### config.mk
export PLATFORM = sky130hd
export DESIGN_NAME = ctt_counter_timer
export DESIGN_NICKNAME = d
export VERILOG_FILES = /design/src/verilog/ctt_pkg.sv /design/src/verilog/ctt_counter_timer.sv
export SDC_FILE = /design/constraint.sdc
export NUM_CORES = 1
export LEC_CHECK = 0
export BUFFER_PORTS_ARGS = -buffer_cell sky130_fd_sc_hd__buf_4
export CAP_MARGIN = 30
export CORE_MARGIN = 1.5
export CORE_UTILIZATION = 55
export CTS_BUF_LIST = sky130_fd_sc_hd__clkbuf_4
export CTS_CLUSTER_DIAMETER = 80
export CTS_CLUSTER_SIZE = 16
export DETAILED_ROUTE_END_ITERATION = 10
export PLACE_DENSITY_LB_ADDON = 0.3
export SYNTH_ARGS = -nofsm -noshare
export SYNTH_HDL_FRONTEND = slang
export SYNTH_SLANG_ARGS = --single-unit
### constraint.sdc
create_clock -name pclk -period 6.55 [get_ports pclk]
set_clock_uncertainty 0.2 [all_clocks]
set_input_delay 0.655 -clock pclk [delete_from_list [all_inputs] [get_ports pclk]]
set_output_delay 0.655 -clock pclk [all_outputs]
set_load 0.05 [all_outputs]
### src/verilog/ctt_pkg.sv
// constants, register map and field layout of the counter/timer block
package ctt_pkg;

   // ------------------------------------------------------------------
   // register byte offsets
   // ------------------------------------------------------------------
   localparam logic [7:0] CTT_OFS_PRELOAD_LO = 8'h00;
   localparam logic [7:0] CTT_OFS_PRELOAD_HI = 8'h04;
   localparam logic [7:0] CTT_OFS_AUX_CTRL   = 8'h08;
   localparam logic [7:0] CTT_OFS_INT_STATUS = 8'h0C;
   localparam logic [7:0] CTT_OFS_INT_MASK   = 8'h10;
   localparam logic [7:0] CTT_OFS_CMD_A      = 8'h14;
   localparam logic [7:0] CTT_OFS_CMD_B      = 8'h18;
   localparam logic [7:0] CTT_OFS_START      = 8'h1C;
   localparam logic [7:0] CTT_OFS_STOP       = 8'h20;
   localparam logic [7:0] CTT_OFS_STATE      = 8'h24;

   // ------------------------------------------------------------------
   // field positions and codes
   // ------------------------------------------------------------------
   localparam int         CTT_SEL_LSB       = 4;     // mode/clock field
   localparam int         CTT_SEL_MSB       = 6;
   localparam int         CTT_SEL_TIMER_BIT = 2;     // within the field
   localparam int         CTT_FLAG_BIT      = 3;     // ready flag, mask
   localparam int         CTT_CMD_LSB       = 4;     // command nibble
   localparam logic [3:0] CTT_CMD_TO_ON     = 4'hA;
   localparam logic [3:0] CTT_CMD_TO_OFF    = 4'hC;

   // clock source codes (low two bits of the select field)
   localparam logic [1:0] CTT_SRC_PIN       = 2'h0;
   localparam logic [1:0] CTT_SRC_PIN_DIV   = 2'h1;
   localparam logic [1:0] CTT_SRC_CLK       = 2'h2;
   localparam logic [1:0] CTT_SRC_CLK_DIV   = 2'h3;

   // ------------------------------------------------------------------
   // reset values and counts
   // ------------------------------------------------------------------
   localparam logic [7:0]  CTT_RST_PRELOAD  = 8'h00;
   localparam logic [2:0]  CTT_RST_SEL      = 3'h6;  // timer, pclk
   localparam logic [15:0] CTT_RST_COUNT    = 16'hFFFF;
   localparam logic [15:0] CTT_COUNT_LAST   = 16'h0001;
   localparam logic [3:0]  CTT_PRESCALE_MAX = 4'hF;  // divide by 16

   // restart sequence after a receiver load
   typedef enum logic [1:0] {
      CTT_RS_IDLE,
      CTT_RS_STOP,
      CTT_RS_LOAD
   } ctt_restart_e;

endpackage

### src/verilog/ctt_counter_timer.sv
// 16-bit counter/timer with receive time-out, behind an APB slave
//
// Local design decisions: the APB interface to the registers and the placing of the registers.
`timescale 1ns/1ps
`default_nettype none

module ctt_counter_timer
   import ctt_pkg::*;
#(
   parameter int CW = 16
) (
   input  wire logic          pclk,
   input  wire logic          presetn,
   input  wire logic          psel,
   input  wire logic          penable,
   input  wire logic          pwrite,
   input  wire logic [7:0]    paddr,
   input  wire logic [31:0]   pwdata,
   output var  logic [31:0]   prdata,
   output var  logic          pready,
   output var  logic          pslverr,
   input  wire logic          input_pin_two,
   input  wire logic          rx_load_a,
   input  wire logic          rx_load_b,
   output var  logic          count_out,
   output var  logic          count_irq_n
);

   // ------------------------------------------------------------------
   // registers
   // ------------------------------------------------------------------
   logic [7:0]    preload_lo_q;
   logic [7:0]    preload_hi_q;
   logic [2:0]    sel_q;
   logic          mask_q;
   logic          flag_q;
   logic          flag_d;
   logic          to_a_q;
   logic          to_b_q;
   logic [CW-1:0] count_q;
   logic [CW-1:0] count_d;
   logic          run_q;
   logic          run_d;
   logic          out_q;
   logic          out_d;
   ctt_restart_e  rs_q;
   ctt_restart_e  rs_d;
   logic [3:0]    pre_q;
   logic          pin_s1_q;
   logic          pin_s2_q;
   logic          pin_s3_q;
   logic [31:0]   rdata_q;

   // ------------------------------------------------------------------
   // bus decode
   // ------------------------------------------------------------------
   wire logic setup_w   = psel & ~penable;
   wire logic access_w  = psel & penable;
   wire logic wr_w      = access_w & pwrite;
   wire logic rd_w      = access_w & ~pwrite;
   wire logic hit_lo    = (paddr == CTT_OFS_PRELOAD_LO);
   wire logic hit_hi    = (paddr == CTT_OFS_PRELOAD_HI);
   wire logic hit_aux   = (paddr == CTT_OFS_AUX_CTRL);
   wire logic hit_isr   = (paddr == CTT_OFS_INT_STATUS);
   wire logic hit_imr   = (paddr == CTT_OFS_INT_MASK);
   wire logic hit_cra   = (paddr == CTT_OFS_CMD_A);
   wire logic hit_crb   = (paddr == CTT_OFS_CMD_B);
   wire logic hit_start = (paddr == CTT_OFS_START);
   wire logic hit_stop  = (paddr == CTT_OFS_STOP);
   wire logic hit_state = (paddr == CTT_OFS_STATE);
   wire logic mapped_w  = hit_lo | hit_hi | hit_aux | hit_isr | hit_imr |
                          hit_cra | hit_crb | hit_start | hit_stop |
                          hit_state;

   // slave answers in the access cycle; no wait states
   assign pready  = 1'b1;
   assign pslverr = access_w & ~mapped_w;
   assign prdata  = rdata_q;

   // ------------------------------------------------------------------
   // command decode
   // ------------------------------------------------------------------
   wire logic [3:0] cmd_w = pwdata[CTT_CMD_LSB +: 4];
   wire logic to_on_a  = wr_w & hit_cra & (cmd_w == CTT_CMD_TO_ON);
   wire logic to_off_a = wr_w & hit_cra & (cmd_w == CTT_CMD_TO_OFF);
   wire logic to_on_b  = wr_w & hit_crb & (cmd_w == CTT_CMD_TO_ON);
   wire logic to_off_b = wr_w & hit_crb & (cmd_w == CTT_CMD_TO_OFF);
   wire logic to_on_w  = to_on_a | to_on_b;
   wire logic to_act_w = to_a_q | to_b_q;

   // start and stop are read side effects; data bus ignored
   wire logic start_w  = rd_w & hit_start & ~to_act_w;
   wire logic stop_w   = rd_w & hit_stop & ~to_act_w;

   // either enabled receiver restarts the time-out count
   wire logic rx_w = (to_a_q & rx_load_a) | (to_b_q & rx_load_b);

   // ------------------------------------------------------------------
   // mode and clock source
   // ------------------------------------------------------------------
   // time-out mode forces the one-shot behaviour on top of the field
   wire logic       timer_w   = sel_q[CTT_SEL_TIMER_BIT] & ~to_act_w;
   wire logic [1:0] src_w     = sel_q[1:0];
   wire logic       pin_rise  = pin_s2_q & ~pin_s3_q;
   wire logic [CW-1:0] preload_w = {preload_hi_q, preload_lo_q};

   // raw edge before the optional divide by 16
   wire logic raw_tick = (src_w == CTT_SRC_CLK) | (src_w == CTT_SRC_CLK_DIV)
                         ? 1'b1 : pin_rise;
   wire logic div_src  = (src_w == CTT_SRC_PIN_DIV) |
                         (src_w == CTT_SRC_CLK_DIV);
   wire logic tick_w   = raw_tick & (~div_src | (pre_q == CTT_PRESCALE_MAX));

   // input pin synchroniser plus one stage for edge detection
   always_ff @(posedge pclk or negedge presetn) begin
      if (!presetn) begin
         pin_s1_q <= 1'b0;
         pin_s2_q <= 1'b0;
         pin_s3_q <= 1'b0;
      end else begin
         pin_s1_q <= input_pin_two;
         pin_s2_q <= pin_s1_q;
         pin_s3_q <= pin_s2_q;
      end
   end

   // prescaler advances only on raw source edges
   always_ff @(posedge pclk or negedge presetn) begin
      if (!presetn) begin
         pre_q <= '0;
      end else if (raw_tick) begin
         pre_q <= pre_q + 4'h1;
      end
   end

   // ------------------------------------------------------------------
   // counting engine
   // ------------------------------------------------------------------
   wire logic last_w = (count_q == CTT_COUNT_LAST);

   // precedence: time-out enable, receiver restart, start, ticks
   always_comb begin
      count_d = count_q;
      run_d   = run_q;
      out_d   = out_q;
      rs_d    = rs_q;
      if (to_on_w) begin
         run_d = 1'b0;
         rs_d  = CTT_RS_IDLE;
      end else if (rx_w) begin
         rs_d  = CTT_RS_STOP;
      end else if (start_w) begin
         count_d = preload_w;
         run_d   = 1'b1;
         out_d   = 1'b1;
      end else if (tick_w) begin
         if (rs_q == CTT_RS_STOP) begin
            // one more counter clock, then stop
            run_d = 1'b0;
            rs_d  = CTT_RS_LOAD;
         end else if (rs_q == CTT_RS_LOAD) begin
            count_d = preload_w;
            run_d   = 1'b1;
            out_d   = 1'b1;
            rs_d    = CTT_RS_IDLE;
         end else if (timer_w) begin
            // square wave: reload and invert at terminal count
            if (last_w) begin
               count_d = preload_w;
               out_d   = ~out_q;
            end else begin
               count_d = count_q - 1'b1;
            end
         end else if (run_q & ~stop_w) begin
            // one-shot: wraps past zero with no further effect
            count_d = count_q - 1'b1;
            if (last_w) begin
               out_d = 1'b0;
            end
         end
      end
      // stop halts only the one-shot; timer ticks are not lost
      if (stop_w) begin
         run_d = 1'b0;
      end
   end

   // output falling edge is the ready event
   wire logic fall_w = out_q & ~out_d;

   // set wins over every clear
   always_comb begin
      flag_d = flag_q;
      if (stop_w | to_on_w | rx_w) begin
         flag_d = 1'b0;
      end
      if (fall_w) begin
         flag_d = 1'b1;
      end
   end

   always_ff @(posedge pclk or negedge presetn) begin
      if (!presetn) begin
         count_q <= CTT_RST_COUNT;
         run_q   <= 1'b0;
         out_q   <= 1'b1;
         rs_q    <= CTT_RS_IDLE;
         flag_q  <= 1'b0;
      end else begin
         count_q <= count_d;
         run_q   <= run_d;
         out_q   <= out_d;
         rs_q    <= rs_d;
         flag_q  <= flag_d;
      end
   end

   // square wave drives baud clock selectors and output pins
   assign count_out   = out_q;
   assign count_irq_n = ~(flag_q & mask_q);

   // ------------------------------------------------------------------
   // software-written registers
   // ------------------------------------------------------------------
   always_ff @(posedge pclk or negedge presetn) begin
      if (!presetn) begin
         preload_lo_q <= CTT_RST_PRELOAD;
         preload_hi_q <= CTT_RST_PRELOAD;
         sel_q        <= CTT_RST_SEL;
         mask_q       <= 1'b0;
      end else if (wr_w) begin
         if (hit_lo) preload_lo_q <= pwdata[7:0];
         if (hit_hi) preload_hi_q <= pwdata[7:0];
         if (hit_aux) sel_q <= pwdata[CTT_SEL_MSB:CTT_SEL_LSB];
         if (hit_imr) mask_q <= pwdata[CTT_FLAG_BIT];
      end
   end

   // time-out enables per channel
   always_ff @(posedge pclk or negedge presetn) begin
      if (!presetn) begin
         to_a_q <= 1'b0;
         to_b_q <= 1'b0;
      end else begin
         if (to_on_a) to_a_q <= 1'b1;
         else if (to_off_a) to_a_q <= 1'b0;
         if (to_on_b) to_b_q <= 1'b1;
         else if (to_off_b) to_b_q <= 1'b0;
      end
   end

   // ------------------------------------------------------------------
   // read data, captured in the setup cycle
   // ------------------------------------------------------------------
   // count bytes show the live count only outside timer mode
   wire logic [CW-1:0] view_w = timer_w ? preload_w : count_q;
   wire logic [31:0] rd_mux =
        hit_lo    ? {24'h000000, view_w[7:0]} :
        hit_hi    ? {24'h000000, view_w[15:8]} :
        hit_aux   ? {25'h0000000, sel_q, 4'h0} :
        hit_isr   ? {28'h0000000, flag_q, 3'h0} :
        hit_imr   ? {28'h0000000, mask_q, 3'h0} :
        hit_state ? {27'h0000000, rs_q != CTT_RS_IDLE, run_q, out_q,
                     to_b_q, to_a_q} :
        32'h00000000;

   always_ff @(posedge pclk or negedge presetn) begin
      if (!presetn) begin
         rdata_q <= 32'h00000000;
      end else if (setup_w & ~pwrite) begin
         rdata_q <= rd_mux;
      end
   end
endmodule

`default_nettype wire

==> results of run 1 <==
-- power groups by stage --
stage | sequential (µW) | clock, µW | combinational (µW)
global placement | 473 | 0 | 233
floorplan | 499 | 0 | 153
global route | 479 | 240 | 267
finish | 471 | 217 | 239
CTS | 470 | 223 | 241
detailed placement | 477 | 0 | 240
-- worst max-delay path by stage --
| stage | startpoint | end | slack [ns] | cells past startpoint |
|---|---|---|---|---|
| 3_5_place_dp | paddr[5] | count_q[7] | 3.21 | 7 |
| 4_1_cts | paddr[5] | count_q[7] | 3.64 | 7 |
| 5_1_grt | to_a_q | count_q[0] | 3.55 | 7 |
| 3_3_place_gp | paddr[4] | count_q[10] | 3.14 | 7 |
| 2_1_floorplan | paddr[3] | pslverr | 3.87 | 3 |
| 6_report | paddr[4] | count_q[13] | 3.82 | 8 |
-- per-layer routing --
layer / GRT usage [%] / up-vias / wire (µm)
li1: - / 1405 / -
met1: 33.7 / 1380 / 3490
met2: 37.8 / 99 / 3750
met3: 4.25 / 11 / 534
met4: 8.64 / 0 / 142
met5: 0 / - / 0
-- critical path: stages --
cell and delay (ns):
buf_4 0.13, or4b_4 0.55, o41ai_2 0.41, a211oi_1 0.17
o21bai_2 0.52, buf_8 0.23, a21oi_1 0.06, a2bb2oi_1 0.13
-- layout by cell type, fill, tap and decap left out, drive strengths merged, types with 5 or more instances in the layout --
cell,synthesis,routed
nor3,6,6
nor2,47,47
dfrtp,39,39
o21ai,37,37
o22ai,7,7
nand2,22,22
a21oi,31,31
inv,8,8
mux2,22,22
conb,2,25
clkinv,0,5
dfstp,19,19
nor4,9,9
ha,7,7
clkbuf,4,9
nand3,8,8
buf,34,39
mux2i,15,15
-- sequential cells by signal (all words and copies together) (netlist names), 2 cells and up --
signal,count
count_q,16
prdata,8
preload_hi_q,8
sel_q,3
pre_q,4
rs_q,2
preload_lo_q,8
-- cells by family (layout without fill, tap and decap cells) --
| family | Yosys count | after routing | synth area share [%] |
|---|---|---|---|
| buffers and inverters | 46 | 63 | 8.86 |
| and+or+nand+nor | 125 | 125 | 18.7 |
| adders and majority gates | 7 | 7 | 2.44 |
| other | 2 | 25 | 0.209 |
| muxes | 37 | 37 | 11.1 |
| AOI/OAI and AO/OA | 98 | 98 | 16.6 |
| DFF | 58 | 58 | 41.1 |
| xor gates and xnor gates | 4 | 4 | 0.977 |
-- per-stage QoR --
stage	setup slack [ns]	instance area [µm²]	power (µW)	hold WS, ns
finish	3.82	3920	927	0.0874
global route	3.55	3920	987	0.125
CTS	3.64	3890	934	0.102
detailed placement	3.21	3780	717	0.141
global placement	3.14	3770	707	0.145
floorplan	3.87	3670	652	0.131
-- area by class of cell --
class / count / share of cell area (%)
tap: 77 / 2.46
multi-input combinational: 296 / 48.1
clock buffer: 9 / 1.72
sequential: 58 / 37.6
inverter: 8 / 0.766
timing repair buffer: 39 / 8.17
clock inverter: 7 / 1.18
==> reports/metrics.cfg, run 1 <==
[outcome]
status=complete, no violations

[power_and_ir_drop]
p_int_uw=583
swShare_pct=37.1
clockPowerShare_pct=23.4
powerDensity_mw_per_mm2=236
combPwrFrac_pct=25.8
power_leakage_uw=0.00161
ir_worst_vdd_v=0.000218
p_seq_share_pct=50.8
switchingPower_uw=344

[global_routing]
grt_max_degree=59
overflow=0
grtUsageTotal_pct=24.1
antenna_found_initial=0
grt_pass1_vias=2713
grt_pass1_wl_mm=13.3

[floorplan]
initial_utilization_pct=56.8
coreArea_mm2=0.00631
ios=84
fp.dieW_um=83.8
die_y_um=83.8
num_rows=29
dieArea_mm2=0.00702

[logic_synthesis]
ys_top_cells_by_area=dfrtp_1, dfstp_2, mux2_2, buf_4, nor2_1
ys.flop_type=dfrtp_1
synth_top_area_share_pct=27.2
synth_top_cells_by_count=nor2_1, dfrtp_1, a21oi_1
synth_cell_types=59
ys_ff_latch=58
post-synth-top-count-cell=nor2_1
synth_enable_flop_cells=0
async_flop_share_pct=100
syn_area_mm2=0.00359
synth_seq_area_share_pct=41.1
syn_avg_cell_area_um2=9.52
synth_area_leader_cell=dfrtp_1
synth_warnings=0
postSynthCellCount=377

[sta]
rsz0062_at_grt=no
fin_crit_sh_pct=41.7
slew_viol_final=0
tightest_slew_ns=0.736
slew_headroom_pct=50.5
hold_viol_final=0
post-route-min-period_ns=2.73
setup_viol=0
fmax_mhz=366
fin_tns_setup_ns=0

[final_layout]
drive_above_1_share_pct=25.7
regArea_mm2=0.00148
nNetsFinal=467
multi_input_area_mm2=0.00189
syn2layout_area_growth_pct=9.35
diodes=0
stdcell_count=494
fin_util_pct=62.1
n_fill_cell=560

[cts]
ctsResizeCount=0
cts-root-buf=clkbuf_4
cts_tree=yes
clk_pin_slew_ns=0.11
cts_made_buffers=9
cts.sinks=58
cts_buffer_depth=2
clock_latency_ns=0.41
post_cts_buffers=0
h-tree-depth=3
ctsHoldBuffers=0

[placement]
place_inst=477
gp_congestion=0.905
dp_hpwl_mm=5.80
portBuffers=34

[job]
drv_cap=0

[drt]
drc=0
wl_per_cell_um=16.0
vias=2895
totalWireLength_mm=7.91
vias_per_cell=5.86
antenna_left=0
firstDrtPassIters=4
drt_iter0_drc=226

[worst_setup_path]
r2r-start=to_a_q
cp_max_fo=15
worstPathArrival_ns=2.87
worstSetupStartpointType=input port
worstReg2RegEnd=count_q[13]
worstPathRequired_ns=6.69
r2r_slack_ns=3.84
reg2reg_depth=7
crit_type=input port to register
crit_path_end_kind=register

[hold_path]
worstHoldPathType=input port to async pin

Note: power is estimated with default switching activity, not from simulation.
==> run 2: changes to the inputs <==
--- a/config.mk
+++ b/config.mk
@@ -8,7 +8,7 @@
 export BUFFER_PORTS_ARGS = -buffer_cell sky130_fd_sc_hd__buf_4
 export CAP_MARGIN = 30
 export CORE_MARGIN = 1.5
-export CORE_UTILIZATION = 55
+export CORE_UTILIZATION = 51
 export CTS_BUF_LIST = sky130_fd_sc_hd__clkbuf_4
 export CTS_CLUSTER_DIAMETER = 80
 export CTS_CLUSTER_SIZE = 16
==> constraint.sdc (replaced) <==
create_clock -name pclk -period 2.25 [get_ports pclk]
set_clock_uncertainty 0.2 [all_clocks]
set_input_delay 0.225 -clock pclk [delete_from_list [all_inputs] [get_ports pclk]]
set_output_delay 0.225 -clock pclk [all_outputs]
set_load 0.05 [all_outputs]
==> run 2 against run 1 <==
Net effect:
- register-to-register slack got worse by 3.9 ns
- largest power group unchanged
- largest cell class unchanged
- first-iteration DRC count up 38%
- wire length is 21% higher
- the run now ends with setup timing left
==> reports/metrics.cfg, run 2 (synthesis gave the netlist of run 1 again) <==
[sta]
setup_viol=11  ; +11
slew_headroom_pct=51.1  ; +0.59 points
whs_ns=0.0799  ; -0.00749 ns
rsz0062_at_grt=yes
fin_tns_setup_ns=-0.225  ; -0.225 ns
post-route-min-period_ns=2.31
hold_viol_final=0  ; unchanged
fin_crit_sh_pct=103
tightest_slew_ns=0.734  ; -0.00205 ns
setup_ws_ns=-0.0567  ; -3.87 ns
slew_viol_final=0  ; unchanged
fmax_mhz=434

[final_layout]
largest-register=count_q
n_fill_cell=520  ; -7.1%
largest_reg_flops=16  ; unchanged
syn2layout_area_growth_pct=31.6
nNetsFinal=530  ; +13%
layout_common_cells=buf_4, dfrtp_1, nor2_1
final_common_cell=buf_4
diodes=0  ; unchanged
stdcell_count=576  ; +17%
postLayoutCellArea_mm2=0.00472  ; +20%
drive_above_1_share_pct=40.0  ; +14 points

[global_routing]
overflow=0  ; unchanged
grtUsageMet2_pct=41.2  ; +3.5 points
busiest_layer=met2
grt_max_degree=59  ; unchanged
met3_usage_pct=3.79  ; -0.46 points
antenna_found_initial=0  ; unchanged
grt_pass1_vias=3045  ; +12%
gr-usage-met1_pct=36.3  ; +2.5 points
grt_pass1_wl_mm=14.9  ; +12%
grtUsageTotal_pct=25.8  ; +1.8 points

[worst_setup_path]
cp_max_fo=5  ; -10
worstReg2RegEnd=count_q[2]
r2r-start=count_q[1]
crit_path_end_kind=register
worstSetupStartpointType=register
r2r_slack_ns=-0.06  ; -3.90 ns
worstPathArrival_ns=2.44  ; -0.43 ns
crit_type=register to register
worstPathRequired_ns=2.38  ; -4.31 ns
reg2reg_depth=9  ; +2

[placement]
place_inst=537  ; +13%
gp_congestion=0.949  ; +4.8%
portBuffers=34  ; unchanged
placed_cell_area_mm2=0.00412  ; +9.0%
dp_hpwl_mm=6.59  ; +14%

[power_and_ir_drop]
swShare_pct=35.9  ; -1.2 points
combPwrFrac_pct=29.5  ; +3.7 points
p_seq_share_pct=45.5  ; -5.3 points
p_int_uw=1930  ; +230%
ir_worst_vdd_v=0.000607  ; +180%
clockPowerShare_pct=24.9  ; +1.5 points
powerDensity_mw_per_mm2=639  ; +170%
power_leakage_uw=0.00199  ; +23%
switchingPower_uw=1080  ; +210%
p_total_uw=3010  ; +230%

[floorplan]
die_y_um=86.9  ; +3.7%
coreArea_mm2=0.00679  ; +7.6%
initial_utilization_pct=52.8  ; -4.0 points
ios=84  ; unchanged
num_rows=30  ; +3.4%
dieArea_mm2=0.00755  ; +7.6%
fp.dieW_um=86.9  ; +3.7%

[drt]
vias=3276  ; +13%
totalWireLength_mm=9.54  ; +21%
antenna_left=0  ; unchanged
drc=0  ; unchanged
wl_per_cell_um=16.6  ; +3.4%
vias_per_cell=5.69  ; -2.9%
drt_iter0_drc=312  ; +38%
firstDrtPassIters=5  ; +1

[cts]
cts_buffer_depth=2  ; unchanged
cts.sinks=58  ; unchanged
clock_latency_ns=0.39  ; -0.02 ns
cts_made_buffers=9  ; unchanged
clk_pin_slew_ns=0.12  ; about the same
cts-root-buf=clkbuf_4
cts_tree=yes
h-tree-depth=3  ; unchanged

[job]
drv_cap=0  ; unchanged

[hold_path]
min_delay_worst_endpoint=rs_q[0]
worstHoldPathType=input port to register
hold_depth=4
hp-start=rx_load_b

[outcome]
violations=setup timing
status=finished, violations left

## run 2: cell count changes in the layout (fill, tap and decap cells not counted), sizes merged
| cell | change |
|---|---|
| clkinvlp | -1 |
| buf | +50 |
| clkbuf | +1 |
| dlygate4sd3 | +12 |
| bufinv | +1 |
## run 2: final cells by class
class                   instances  area, µm²  share of cell area (%)
well taps                      96        120                    2.54
multi-input cells             296       2100                    44.4
repair buffers                102        861                    18.2
flip-flops and latches         58       1480                    31.2
clock inverters                 7       70.1                    1.48
inverters                       8       30.0                   0.636
clock buffers                   9       67.6                    1.43
## run 2: routing by layer
layer / vias up / wire length (µm)
met5: - / 0
met2: 141 / 4710
li1: 1525 / -
met1: 1596 / 4130
met3: 14 / 570
met4: 0 / 132
## run 2: repair_timing
| item | CTS | global route |
|---|---|---|
| endpoints found under the hold margin | 63 | 0 |
| gates resized for setup | 17 | 44 |
| hold buffers | 12 | 0 |
| pin swaps | 3 | 11 |
| setup endpoints to repair | 13 | 19 |
| cloned | 1 | 2 |
| setup buffers | 5 | 4 |
## run 2: stage by stage
step | util, % | setup WS, ns
global route | 69.5 | -0.110
detailed placement | 60.7 | -0.0999
floorplan | - | 0.00893
finish | 69.5 | -0.0567
global placement | 60.7 | -0.0607
CTS | 66.3 | -0.0383
## run 2: worst max-delay path by stage
stage | from | endpoint | slack, ns | cells past startpoint
floorplan | count_q[1] | count_q[7] | 0.009 | 10
CTS | count_q[1] | count_q[7] | -0.04 | 9
finish | count_q[1] | count_q[2] | -0.06 | 9
detailed placement | count_q[1] | count_q[7] | -0.1 | 9
global route | count_q[1] | count_q[13] | -0.11 | 10
global placement | paddr[4] | count_out | -0.06 | 7
## run 2: power groups by stage
| stage | registers [µW] | clock network [µW] | logic (µW) |
|---|---|---|---|
| final | 1370 | 752 | 891 |
| after global routing | 1390 | 820 | 970 |
| after CTS | 1360 | 766 | 836 |
| after detailed placement | 1370 | 0 | 789 |
| after global placement | 1370 | 0 | 763 |
| after floorplan | 1450 | 0 | 446 |
## run 2: critical path: stages, from the launching register on
cell and delay, ns:
dfstp_2 0.56, inv_2 0.05, ha_4 0.14, nor3b_2 0.14, and4_4 0.17, a211o_4 0.37, buf_6 0.15, buf_6 0.12
o31a_1 0.23, o21ai_1 0.11
